$ cat src/rtl/driver_regs_pkg.sv
// Shared constants for the gate driver global configuration and status block
package driver_regs_pkg;

    ////////////////////////////////////////////////////////////////////////////
    // Serial frame layout
    localparam int FRAME_BITS = 40;
    localparam int DATA_BITS = 32;
    localparam int ADDR_BITS = 8;
    localparam int COUNT_BITS = 6;
    localparam logic [5:0] FRAME_COUNT = 6'h28;
    localparam logic [5:0] ADDR_LAST_COUNT = 6'h07;
    localparam int WRITE_FLAG_BIT = 7;
    localparam int REG_INDEX_BITS = 7;

    ////////////////////////////////////////////////////////////////////////////
    // Register indices, write access adds the write flag on top
    localparam logic [6:0] ADDR_GLOBAL_CONFIGURATION = 7'h00;
    localparam logic [6:0] ADDR_GLOBAL_STATUS_FLAGS = 7'h01;

    ////////////////////////////////////////////////////////////////////////////
    // Configuration fields
    localparam int CFG_WIDTH = 8;
    localparam int CFG_DISABLE_BIT = 0;
    localparam int CFG_SINGLELINE_BIT = 1;
    localparam int CFG_FAULTDIRECT_BIT = 2;
    localparam int CFG_LOW_POWER_BIT = 6;
    localparam int CFG_TEST_MODE_BIT = 7;
    localparam logic [7:0] CFG_RESET_VALUE = 8'h02;
    localparam logic [7:0] CFG_WRITE_MASK = 8'hC7;

    ////////////////////////////////////////////////////////////////////////////
    // Status fields
    localparam int ST_WIDTH = 15;
    localparam int ST_RESET_BIT = 0;
    localparam int ST_PREWARN_BIT = 1;
    localparam int ST_OVERTEMP_BIT = 2;
    localparam int ST_PUMP_BIT = 3;
    localparam int ST_SHORT_U_BIT = 4;
    localparam logic [14:0] ST_RESET_VALUE = 15'h0001;
    localparam logic [14:0] ST_USED_MASK = 15'h001F;
    localparam logic [14:0] ST_ENABLE_CYCLE_MASK = 15'h001C;
    localparam logic [14:0] ST_PIN_MASK = 15'h001C;

    ////////////////////////////////////////////////////////////////////////////
    // Pin groups
    localparam int PHASES = 3;
    localparam int PHASE_U = 0;
    localparam int SYNC_WIDTH = 10;

endpackage

$ cat src/rtl/pin_sync.sv
// Two flip-flop synchroniser for pins that arrive from outside the clock domain
`timescale 1ns/1ps
module pin_sync #(
    parameter int WIDTH = 1
) (
    input wire logic clk,
    input wire logic rst,
    input wire logic [WIDTH-1:0] pin_in,
    output logic [WIDTH-1:0] pin_sync_out
);

    typedef struct packed {
        logic [WIDTH-1:0] stage1;
        logic [WIDTH-1:0] stage2;
    } sync_s;

    sync_s st_q;
    sync_s st_d;

    // The first stage feeds only the second, never any logic
    always_comb begin
        st_d = st_q;
        st_d.stage1 = pin_in;
        st_d.stage2 = st_q.stage1;
    end

    // Both stages clear on reset
    always_ff @(posedge clk or posedge rst) begin
        if (rst) begin
            st_q <= '0;
        end else begin
            st_q <= st_d;
        end
    end

    assign pin_sync_out = st_q.stage2;

endmodule

$ cat src/rtl/spi_frame.sv
// Mode 3 serial slave that frames 40-bit register accesses on the system clock
`timescale 1ns/1ps
module spi_frame (
    input wire logic clk,
    input wire logic rst,
    input wire logic sck_s,
    input wire logic cs_active_s,
    input wire logic sdi_s,
    input wire logic [31:0] rd_data,
    output logic [6:0] rd_index,
    output logic wr_pulse,
    output logic [6:0] wr_index,
    output logic [31:0] wr_data,
    output logic sdo,
    output logic sdo_oe
);

    typedef struct packed {
        logic sck_prev;
        logic cs_prev;
        logic [39:0] rx;
        logic [39:0] tx;
        logic [5:0] count;
        logic [7:0] last_addr;
        logic wr_pulse;
        logic [6:0] wr_index;
        logic [31:0] wr_data;
    } spi_s;

    spi_s st_q;
    spi_s st_d;

    logic sck_rise;
    logic sck_fall;
    logic cs_start;
    logic cs_end;

    // Edge detection on the synchronised bus lines
    assign sck_rise = sck_s & ~st_q.sck_prev;
    assign sck_fall = ~sck_s & st_q.sck_prev;
    assign cs_start = cs_active_s & ~st_q.cs_prev;
    assign cs_end = ~cs_active_s & st_q.cs_prev;

    // Register index of the byte being completed at the eighth rising edge
    assign rd_index = {st_q.rx[5:0], sdi_s};

    // Shift, reply and commit; short frames are dropped without effect
    always_comb begin
        st_d = st_q;
        st_d.sck_prev = sck_s;
        st_d.cs_prev = cs_active_s;
        st_d.wr_pulse = 1'b0;
        if (cs_start) begin
            st_d.count = '0;
            st_d.tx = {st_q.last_addr, {driver_regs_pkg::DATA_BITS{1'b0}}};
        end else if (cs_active_s && sck_rise) begin
            st_d.rx = {st_q.rx[38:0], sdi_s};
            if (st_q.count != driver_regs_pkg::FRAME_COUNT) begin
                st_d.count = st_q.count + 6'h01;
            end
            // Read data is fetched the moment the address byte is complete;
            // it sits one place below the top so the next falling edge shows bit 31
            if (st_q.count == driver_regs_pkg::ADDR_LAST_COUNT) begin
                st_d.tx = {st_q.tx[39], rd_data, {(driver_regs_pkg::ADDR_BITS - 1){1'h0}}};
            end
        end else if (cs_active_s && sck_fall && st_q.count != '0) begin
            // The first falling edge only opens the frame: the top bit is
            // already on the line, so shifting there would lose it
            st_d.tx = {st_q.tx[38:0], 1'b0};
        end else if (cs_end && st_q.count == driver_regs_pkg::FRAME_COUNT) begin
            st_d.last_addr = st_q.rx[39:32];
            if (st_q.rx[driver_regs_pkg::DATA_BITS + driver_regs_pkg::WRITE_FLAG_BIT]) begin
                st_d.wr_pulse = 1'b1;
                st_d.wr_index = st_q.rx[38:32];
                st_d.wr_data = st_q.rx[31:0];
            end
        end
    end

    // Mode 3 idles high, so the previous clock level resets high
    always_ff @(posedge clk or posedge rst) begin
        if (rst) begin
            st_q <= '0;
            st_q.sck_prev <= 1'b1;
        end else begin
            st_q <= st_d;
        end
    end

    assign wr_pulse = st_q.wr_pulse;
    assign wr_index = st_q.wr_index;
    assign wr_data = st_q.wr_data;
    assign sdo = st_q.tx[39];
    assign sdo_oe = cs_active_s;

endmodule

$ cat src/rtl/gate_driver_global_config_status.sv
// Global configuration and status registers of a three phase gate driver
`timescale 1ns/1ps
module gate_driver_global_config_status (
    input wire logic clk,
    input wire logic rst,
    input wire logic sck,
    input wire logic csn,
    input wire logic sdi,
    output logic sdo,
    output logic sdo_oe,
    input wire logic drv_en,
    output logic drv_en_test_oe,
    output logic [1:0] test_select,
    input wire logic [1:0] deadtime_clock_count,
    input wire logic [2:0] low_in,
    input wire logic [2:0] high_in,
    output logic [2:0] gate_low,
    output logic [2:0] gate_high,
    input wire logic ot_prewarn,
    input wire logic ot_shutdown,
    input wire logic pump_undervolt,
    input wire logic short_u_trigger,
    input wire logic overcurrent_action,
    input wire logic bridge_shutdown,
    output logic fault,
    output logic status_out,
    output logic low_power_mode
);

    ////////////////////////////////////////////////////////////////////////////
    // State

    typedef struct packed {
        logic [7:0] config_bits;
        logic [14:0] status_bits;
        logic short_u_pending;
        logic drv_en_prev;
        logic fault;
        logic status_out;
        logic [2:0] gate_low;
        logic [2:0] gate_high;
    } core_s;

    core_s st_q;
    core_s st_d;

    ////////////////////////////////////////////////////////////////////////////
    // Pin synchronisation

    logic [9:0] pins_raw;
    logic [9:0] pins_s;
    logic sck_s;
    logic cs_active_s;
    logic sdi_s;
    logic drv_en_s;
    logic [2:0] low_s;
    logic [2:0] high_s;

    // Chip select and serial clock are inverted before syncing, so cleared
    // stages read as an idle bus and no false clock edge follows reset
    assign pins_raw = {high_in, low_in, drv_en, sdi, ~csn, ~sck};

    pin_sync #(
        .WIDTH(driver_regs_pkg::SYNC_WIDTH)
    ) u_pin_sync (
        .clk(clk),
        .rst(rst),
        .pin_in(pins_raw),
        .pin_sync_out(pins_s)
    );

    // Split the synchronised group back into named lines
    assign sck_s = ~pins_s[0]; // Back to the true clock level
    assign cs_active_s = pins_s[1];
    assign sdi_s = pins_s[2];
    assign drv_en_s = pins_s[3];
    assign low_s = pins_s[6:4];
    assign high_s = pins_s[9:7];

    ////////////////////////////////////////////////////////////////////////////
    // Serial access

    logic [6:0] rd_index;
    logic [31:0] rd_data;
    logic wr_pulse;
    logic [6:0] wr_index;
    logic [31:0] wr_data;

    spi_frame u_spi_frame (
        .clk(clk),
        .rst(rst),
        .sck_s(sck_s),
        .cs_active_s(cs_active_s),
        .sdi_s(sdi_s),
        .rd_data(rd_data),
        .rd_index(rd_index),
        .wr_pulse(wr_pulse),
        .wr_index(wr_index),
        .wr_data(wr_data),
        .sdo(sdo),
        .sdo_oe(sdo_oe)
    );

    ////////////////////////////////////////////////////////////////////////////
    // Helpers

    // Gate request pair {high, low} for one phase in either interface mode
    function automatic logic [1:0] phase_drive(
        input logic single_line,
        input logic lo,
        input logic hi
    );
        logic [1:0] req;
        req = {hi, lo};
        if (single_line) begin
            req = {hi & lo, ~hi & lo};
        end
        return req;
    endfunction

    // Register read mux; unmapped indices read as zero
    // Reads go through the same masks as writes, so unused bits always read zero
    function automatic logic [31:0] reg_read(
        input logic [6:0] index,
        input logic [7:0] cfg,
        input logic [14:0] stat
    );
        logic [31:0] value;
        value = '0;
        if (index == driver_regs_pkg::ADDR_GLOBAL_CONFIGURATION) begin
            value[7:0] = cfg & driver_regs_pkg::CFG_WRITE_MASK;
        end else if (index == driver_regs_pkg::ADDR_GLOBAL_STATUS_FLAGS) begin
            value[14:0] = stat & driver_regs_pkg::ST_USED_MASK;
        end
        return value;
    endfunction

    assign rd_data = reg_read(rd_index, st_q.config_bits, st_q.status_bits);

    ////////////////////////////////////////////////////////////////////////////
    // Decoded controls

    logic cfg_disable;
    logic cfg_single;
    logic cfg_faultdirect;
    logic cfg_test;
    logic wr_config;
    logic wr_status;
    logic enable_cycled;
    logic outputs_allowed;
    logic [1:0] drive_u;

    assign cfg_disable = st_q.config_bits[driver_regs_pkg::CFG_DISABLE_BIT];
    assign cfg_single = st_q.config_bits[driver_regs_pkg::CFG_SINGLELINE_BIT];
    assign cfg_faultdirect = st_q.config_bits[driver_regs_pkg::CFG_FAULTDIRECT_BIT];
    assign cfg_test = st_q.config_bits[driver_regs_pkg::CFG_TEST_MODE_BIT];

    // Writes only arrive with the write flag set in the address byte
    assign wr_config = wr_pulse && wr_index == driver_regs_pkg::ADDR_GLOBAL_CONFIGURATION;
    assign wr_status = wr_pulse && wr_index == driver_regs_pkg::ADDR_GLOBAL_STATUS_FLAGS;

    // Enable pin back on after having been off
    assign enable_cycled = drv_en_s & ~st_q.drv_en_prev;

    // Any global reason to hold every gate off; undervoltage and overtemperature
    // act on their live levels, not on the flags, so a flag clear never frees a gate
    assign outputs_allowed = drv_en_s & ~cfg_disable & ~pump_undervolt & ~ot_shutdown;

    // Phase U request, used to release a latched short
    assign drive_u = phase_drive(cfg_single, low_s[driver_regs_pkg::PHASE_U],
        high_s[driver_regs_pkg::PHASE_U]);

    ////////////////////////////////////////////////////////////////////////////
    // Next state

    logic [14:0] st_set;
    logic [14:0] st_clr;
    logic [1:0] req;

    always_comb begin
        st_d = st_q;
        st_set = '0;
        st_clr = '0;
        req = '0;
        st_d.drv_en_prev = drv_en_s;

        // Configuration write keeps only the implemented bits
        if (wr_config) begin
            st_d.config_bits = wr_data[7:0] & driver_regs_pkg::CFG_WRITE_MASK;
        end

        // Hardware events that latch flags
        st_set[driver_regs_pkg::ST_PREWARN_BIT] = ot_prewarn;
        st_set[driver_regs_pkg::ST_OVERTEMP_BIT] = ot_shutdown;
        st_set[driver_regs_pkg::ST_PUMP_BIT] = pump_undervolt;
        st_set[driver_regs_pkg::ST_SHORT_U_BIT] = short_u_trigger;

        // Write one to clear, zero leaves a flag alone
        if (wr_status) begin
            st_clr = wr_data[14:0] & driver_regs_pkg::ST_USED_MASK;
        end
        // Cycling the enable pin clears the shutdown class flags
        if (enable_cycled) begin
            st_clr = st_clr | driver_regs_pkg::ST_ENABLE_CYCLE_MASK;
        end
        // Reset indicator sticks while the enable pin is low
        if (!drv_en_s) begin
            st_clr[driver_regs_pkg::ST_RESET_BIT] = 1'b0;
        end
        // Shutdown flag sticks while the temperature is still over the limit
        if (ot_shutdown) begin
            st_clr[driver_regs_pkg::ST_OVERTEMP_BIT] = 1'b0;
        end
        // A set in the same cycle as a clear wins
        st_d.status_bits = ((st_q.status_bits & ~st_clr) | st_set)
            & driver_regs_pkg::ST_USED_MASK;

        // Short condition is released only by an off request on phase U or by the disable bit,
        // never by clearing its flag, so the flag clear is not looked at here
        if (short_u_trigger) begin
            st_d.short_u_pending = 1'b1;
        end else if (cfg_disable || drive_u == 2'b00) begin
            st_d.short_u_pending = 1'b0;
        end

        // Gate outputs, registered so they never glitch on input skew
        for (int i = 0; i < driver_regs_pkg::PHASES; i++) begin
            req = phase_drive(cfg_single, low_s[i], high_s[i]);
            if (!outputs_allowed) begin
                req = 2'b00;
            end
            // Only phase U has a short latch here; the other phases have no
            // short detection in this block, so they see no such hold
            if (i == driver_regs_pkg::PHASE_U && st_q.short_u_pending) begin
                req = 2'b00;
            end
            st_d.gate_high[i] = req[1];
            st_d.gate_low[i] = req[0];
        end

        // Fault output: persistent shutdown, or a pulse per shutdown action
        if (cfg_faultdirect) begin
            st_d.fault = overcurrent_action;
        end else begin
            st_d.fault = bridge_shutdown | ot_shutdown;
        end

        // Status pin follows the shutdown class flags
        st_d.status_out = |(st_d.status_bits & driver_regs_pkg::ST_PIN_MASK);
    end

    ////////////////////////////////////////////////////////////////////////////
    // Registers

    // Reset loads the defaults and marks that a reset happened; the
    // reset flag is the only status bit that leaves reset set
    always_ff @(posedge clk or posedge rst) begin
        if (rst) begin
            st_q <= '0;
            st_q.config_bits <= driver_regs_pkg::CFG_RESET_VALUE;
            st_q.status_bits <= driver_regs_pkg::ST_RESET_VALUE;
        end else begin
            st_q <= st_d;
        end
    end

    ////////////////////////////////////////////////////////////////////////////
    // Outputs

    assign gate_low = st_q.gate_low;
    assign gate_high = st_q.gate_high;
    assign fault = st_q.fault;
    assign status_out = st_q.status_out;
    assign low_power_mode = st_q.config_bits[driver_regs_pkg::CFG_LOW_POWER_BIT];

    // Test mode turns the enable pin around; the analog source is chosen
    // outside, this block only steers the select and the pin direction
    assign drv_en_test_oe = cfg_test;
    assign test_select = cfg_test ? deadtime_clock_count : 2'b00;

endmodule

$ cat config.mk
export PLATFORM = sky130hd
export DESIGN_NAME = gate_driver_global_config_status
export DESIGN_NICKNAME = d
export VERILOG_FILES = /design/src/rtl/driver_regs_pkg.sv /design/src/rtl/pin_sync.sv /design/src/rtl/spi_frame.sv /design/src/rtl/gate_driver_global_config_status.sv
export SDC_FILE = /design/constraint.sdc
export NUM_CORES = 1
export LEC_CHECK = 0
export BUFFER_PORTS_ARGS = -buffer_cell sky130_fd_sc_hd__buf_2
export CAP_MARGIN = 40
export CELL_PAD_IN_SITES_DETAIL_PLACEMENT = 0
export CELL_PAD_IN_SITES_GLOBAL_PLACEMENT = 1
export CORE_ASPECT_RATIO = 1.5
export CORE_MARGIN = 3
export CORE_UTILIZATION = 49
export CTS_CLUSTER_SIZE = 10
export DETAILED_ROUTE_END_ITERATION = 8
export HOLD_SLACK_MARGIN = 0.06
export PLACE_DENSITY_LB_ADDON = 0.1
export REMOVE_ABC_BUFFERS = 1
export SLEW_MARGIN = 20
export SYNTH_ARGS = -nofsm -noshare
export SYNTH_HDL_FRONTEND = slang
export SYNTH_SLANG_ARGS = --single-unit
$ cat constraint.sdc
create_clock -name clk -period 5.4 [get_ports clk]
set_clock_uncertainty 0.1 [all_clocks]
set_input_delay 0.54 -clock clk [delete_from_list [all_inputs] [get_ports clk]]
set_output_delay 0.54 -clock clk [all_outputs]
set_load 0.005 [all_outputs]
# [After elaboration in Yosys (flattened, before gate mapping)]
# Index checks and enable logic that the tools add are counted.
[word_totals] input_bits=20 out_inout_bits=14 regBits=176 wordCells=113
[op_classes] bitwise=34 reduce_logical=23 n_addsub=1 eq_ne=7 muxes=28
[ops] cell="two-way mux 40 bit" count=7
[ops] cell="two-way mux 46 bit" count=1
[ops] cell="two-way mux 39 bit" count=1
[ops] cell="two-way mux 2 bit" count=8
[ops] cell="NOT 1 bit" count=16
[ops] cell="two-way mux 5 bit" count=3
[ops] cell="bitwise AND 1 bit" count=14
[ops] cell="equality test 7 x 1 -> 1 bit (second input constant)" count=2
[ops] cell="logical NOT 7 bit" count=2
[ops] cell="two-way mux 6 bit" count=2
[ops] cell="two-way mux 8 bit" count=1
[ops] cell="AND reduction 2 bit" count=4
[ops] cell="nonzero test 2 bit" count=4
[ops] cell="adder 6 x 1 -> 6 bit (second input constant)" count=1
[ops] cell="equality test 6 x 3 -> 1 bit (second input constant)" count=1
[ops] cell="equality test 6 bit (second input constant)" count=1
[ops] cell="logical AND 1 bit" count=6
[ops] cell="!= test 6 bit (second input constant)" count=1
[ops] cell="nonzero test 6 bit" count=1
[ops] cell="bitwise AND 5 bit" count=1
[ops] cell="two-way mux 1 bit" count=5
[ops] cell="NOT 5 bit" count=1
[ops] cell="bitwise OR 5 bit" count=1
[ops] cell="AND reduction 5 bit" count=1
[ops] cell="other kinds (8)" count=8

# [Depth between registers and ports, before layout]
[logic_depth] word_depth=9 ltp_mapped=8 ltp_nobuf=6

# [Hierarchy]
# A second synthesis with hierarchy kept.
[unflattened] hier_cells=601 area_unflattened_um2=7369.6
[by_module_without_submodules] module="spi_frame" n_inst=1 area_per_inst_um2=5865.6 seq_area_each_um2=3229.3 cells_each=488
[by_module_without_submodules] module="gate_driver_global_config_status" n_inst=1 area_per_inst_um2=999.7 seq_area_each_um2=503.0 cells_each=92
[by_module_without_submodules] module="pin_sync" n_inst=1 area_per_inst_um2=504.2 seq_area_each_um2=500.5 cells_each=21

# [Worst setup path after synthesis]
# Ideal clock, no wire load.
[synth_path] path_kind="flip-flop to flip-flop" from="reg u_spi_frame.st_q[48] (netlist name)" to="reg u_spi_frame.st_q (netlist bit u_spi_frame.wr_data[0])" period_less_slack_ns=2.257 setup_ns=0.125 slack_ns=3.143 required_ns=5.175 stages_incl_launch_ff=8 path_buffers=1 t_arrival_ns=2.033 cell_sequence="dfrtp_1 > inv_1 > ha_1 > and4bb_2 > nand4_1 > nor2_2 > buf_4 > mux2_2"
[synth_via] elab_chain_len=4 elab_cells_between_ends=6 classes_between="eq/ne (1); bitwise (1); reduce/logical (4)"
[synth_rtl] element="from (decl)" line="spi_frame.sv:30" rtl="spi_s st_q;"
[synth_rtl] element="from (signal assigned)" line="spi_frame.sv:86" rtl="st_q <= st_d;"
[synth_rtl] element="nonzero test 6 bit" line="spi_frame.sv:66" rtl="end else if (cs_active_s && sck_fall && st_q.count != '0) begin"
[synth_rtl] element="logical AND 1 bit" line="spi_frame.sv:66"
[synth_rtl] element="NOT 1 bit (no line)"
[synth_rtl] element="AND reduction 5 bit (no line) *"
# Every way passes the cells marked *; elsewhere a longest branch is shown, timed or not.
# A chain may end at the register's enable or synchronous reset.

# [Worst setup path in the final report]
[layout_path] from="reg u_spi_frame.st_q[48] (netlist name)" to="reg u_spi_frame.st_q (netlist bit u_spi_frame.wr_data[4])"
# Same word-level chain as after synthesis.

==> impl_metrics.ini <==
[timing]
hold_ws_ns = 0.131
slew_violations = 0
setup_tns_ns = 0
min_period_over_period_pct = 50.5
final-hold-violation-count = 0
fmax_mhz = 367
tightest_slew_ns = 0.774
rsz0062_at_grt = no
period_minus_slack_ns = 2.73
setup_viol = 0
relSlewSlack_pct = 47.9

[synthesis]
synth_xor_area_share_pct = 0.613
synth.largest_area_cell = dfrtp_1
yosys.area_share.simple_pct = 15.0
yosys_warnings = 0
synth_top_family_by_area = simple AND/OR/NAND/NOR gates
synth_top_cell_area_share_pct = 61.7
ys_ff_latch = 144
yosys.cell_types.count = 49
synth_edf_count = 0
netlist_area_sq_um = 5720
yosysSeqAreaShare_pct = 63.1
synth_flop_cell = dfrtp_1
async_flop_share_pct = 100
synth_compound_area_share_pct = 8.12
netlist_instances = 490
synthMuxAreaShare_pct = 8.95
synth_adder_area_share_pct = 0.438
avgSynthCellArea_sq_um = 11.7
synthTopCellsByArea = dfrtp_1 62%, nand2_1 9.0%, mux2_2 5.7%

[worst_setup_path]
r2r_setup_slack_ns = 2.67
cp_max_fo = 16
required_ns = 5.59
reg2reg_to = u_spi_frame.wr_data[4]
start_kind = flip-flop
path_class = flip-flop to flip-flop
reg2regPathDepth = 6
timing.rr.start = u_spi_frame.st_q[48]
endpoint_kind = flip-flop
slowest_delay_ns = 0.76
worstPathArrival_ns = 2.92
critPathSlowestCell = nor2_2
critPathLaunch = u_spi_frame.st_q[48]
cp_cell_sequence = inv_1, ha_1, and4bb_2, nand4_1, nor2_2, mux2_2

[finish]
ff_latch_area_sq_um = 3610
multi_input_comb_area_sq_um = 1890
final_cell_mix = 141 x dfrtp_1, 137 x nand2_1, 33 x buf_2
synthToLayoutAreaGrowth_pct = 15.8
final_net_count = 543
drive_gt1_share_pct = 22.5
diodes = 0
final_common_cell = dfrtp_1
n_fill_cell = 972

[routing]
dr.first_iter.drc_count = 225
drcViolationCount = 0
vias = 3577
wl_microns = 10200
drt_first_pass_iters = 4
vias_per_cell = 5.25
postRouteAntennaNets = 0
wl_per_cell_microns = 15.0

[cts]
cts_tree = built
cts.repair.resized = 0
root_buffer = clkbuf_16
clk_pin_slew_ns = 0.06
numCtsBuffers = 17
clk_path_buf_depth = 2
clkSinkCount = 144
clk_latency_ns = 0.41
cts-htree-levels = 4

[pwr]
power_density_nw_per_um2 = 369
leakagePower_nw = 3.31
ir_drop_mv = 0.213

[global_route]
gr-total-overflow = 0
grt_usage_pct = 17.0
grt_pass1_vias = 3651
antenna_found_initial = 0
grt_max_degree = 89
grt_first_pass_wirelength_microns = 17500

[worst_hold_path]
hold_start = low_in[0]
hold-path-cell-count = 1
hold_path_class = primary input to flip-flop
min_delay_worst_endpoint = u_pin_sync.st_d[4]

[die]
num_rows = 47
start_util_pct = 50.9
die_w_microns = 94.2
die_area_sq_um = 13000
die_height_microns = 138
core-area_sq_um = 11200
ios = 34

[placed_design]
hpwl_microns = 6440
gp_congestion = 0.737
io_buffers = 33

[run_status]
outcome = finished, final reports clean

[flow_run]
drv_cap = 0
-- sequential cells by signal, summed over array words and instances, names as in the netlist, 3 cells and up --
register                 count
u_spi_frame.wr_index         7
st_q                         7
u_pin_sync.pin_sync_out     10
gate_low                     3
u_spi_frame.st_q            82
u_pin_sync.st_d             10
gate_high                    3
u_spi_frame.rd_index         6
u_spi_frame.wr_data          7
-- how the worst max path moves through the flow --
stage                                         end  slack, ns  depth (start not counted)
final                      u_spi_frame.wr_data[4]       2.67                          6
after global placement     u_spi_frame.wr_data[7]       2.79                          6
after global routing      u_spi_frame.wr_index[3]       2.50                          6
after detailed placement   u_spi_frame.wr_data[4]       2.69                          6
after CTS                  u_spi_frame.wr_data[4]       2.65                          6
after floorplan                       cfg_disable       0.90                          1
-- routing by layer --
| metal | up-vias | track usage, % | routed length [microns] |
|---|---|---|---|
| li1 | 1718 | - | - |
| met4 | 0 | 5.94 | 141 |
| met1 | 1808 | 21.3 | 4510 |
| met5 | - | 0 | 0 |
| met3 | 11 | 4.57 | 259 |
| met2 | 40 | 28.4 | 5270 |
-- cell type report --
type | instances | area share (%)
Clock buffer | 18 | 6.63
Clock inverter | 14 | 2.70
Inverter | 17 | 1.04
Multi-Input combinational cell | 301 | 28.6
Sequential cell | 144 | 54.5
Tap cell | 147 | 2.78
Timing Repair Buffer | 40 | 3.74
-- Yosys cell counts, types with 2 or more instances --
| cell type | instances |
|---|---|
| a21boi_0 | 2 |
| a21o_1 | 2 |
| a22o_1 | 7 |
| a22oi_1 | 2 |
| a31o_2 | 3 |
| and2_1 | 4 |
| and3_1 | 4 |
| buf_2 | 3 |
| buf_4 | 7 |
| buf_6 | 2 |
| clkbuf_1 | 16 |
| dfrtp_1 | 141 |
| dfstp_2 | 3 |
| ha_1 | 2 |
| inv_1 | 17 |
| mux2_2 | 29 |
| mux2_4 | 9 |
| mux2i_1 | 5 |
| nand2_1 | 137 |
| nand2b_1 | 2 |
| nand3_1 | 21 |
| nand4_1 | 3 |
| nor2_1 | 9 |
| nor4_1 | 2 |
| nor4b_1 | 2 |
| o211a_1 | 3 |
| o21ai_0 | 5 |
| o2bb2ai_1 | 19 |
| o31ai_1 | 4 |
| o41ai_1 | 2 |
| or3_1 | 3 |
| xnor2_1 | 2 |
| xor2_1 | 2 |
-- power breakdown --
group	leakage [nW]	internal, W	switching [W]
Sequential	1.91	0.00111	0.0000223
Combinational	1.11	0.0000363	0.0000739
Clock	0.294	0.000745	0.000458
-- kinds of logic after synthesis --
family                   after synthesis
multiplexers                          43
adder cells (fa/ha/maj)                2
XOR/XNOR                               4
flip-flops                           144
AND/OR/NAND/NOR                      196
buffers and inverters                 45
AO/OA/AOI/OAI                         56
-- through the flow --
step	util, %	instance area (sq um)	power (W)	setup WS [ns]	std cells
floorplan	-	5570	0.00121	0.899	462
global placement	53.0	5950	0.00125	2.79	646
detailed placement	53.1	5960	0.00126	2.69	647
CTS	58.6	6580	0.00247	2.65	679
global route	58.9	6620	0.00253	2.50	681
finish	58.9	6620	0.00244	2.67	681
-- critical path, delay by kind of cell (launching register included) --
| kind | cells | cell delay, ns |
|---|---|---|
| multiplexers | 1 | 0.41 |
| buffers and inverters | 1 | 0.08 |
| flip-flops | 1 | 0.43 |
| AND/OR/NAND/NOR | 3 | 1.43 |
| adder cells (fa/ha/maj) | 1 | 0.16 |
-- timing repair --
action                                 4_1_cts  5_1_grt
buffers inserted                             0        0
hold buffers                                 0        1
endpoints found under the hold margin        0        2
Note: power is estimated with default switching activity, not from simulation.
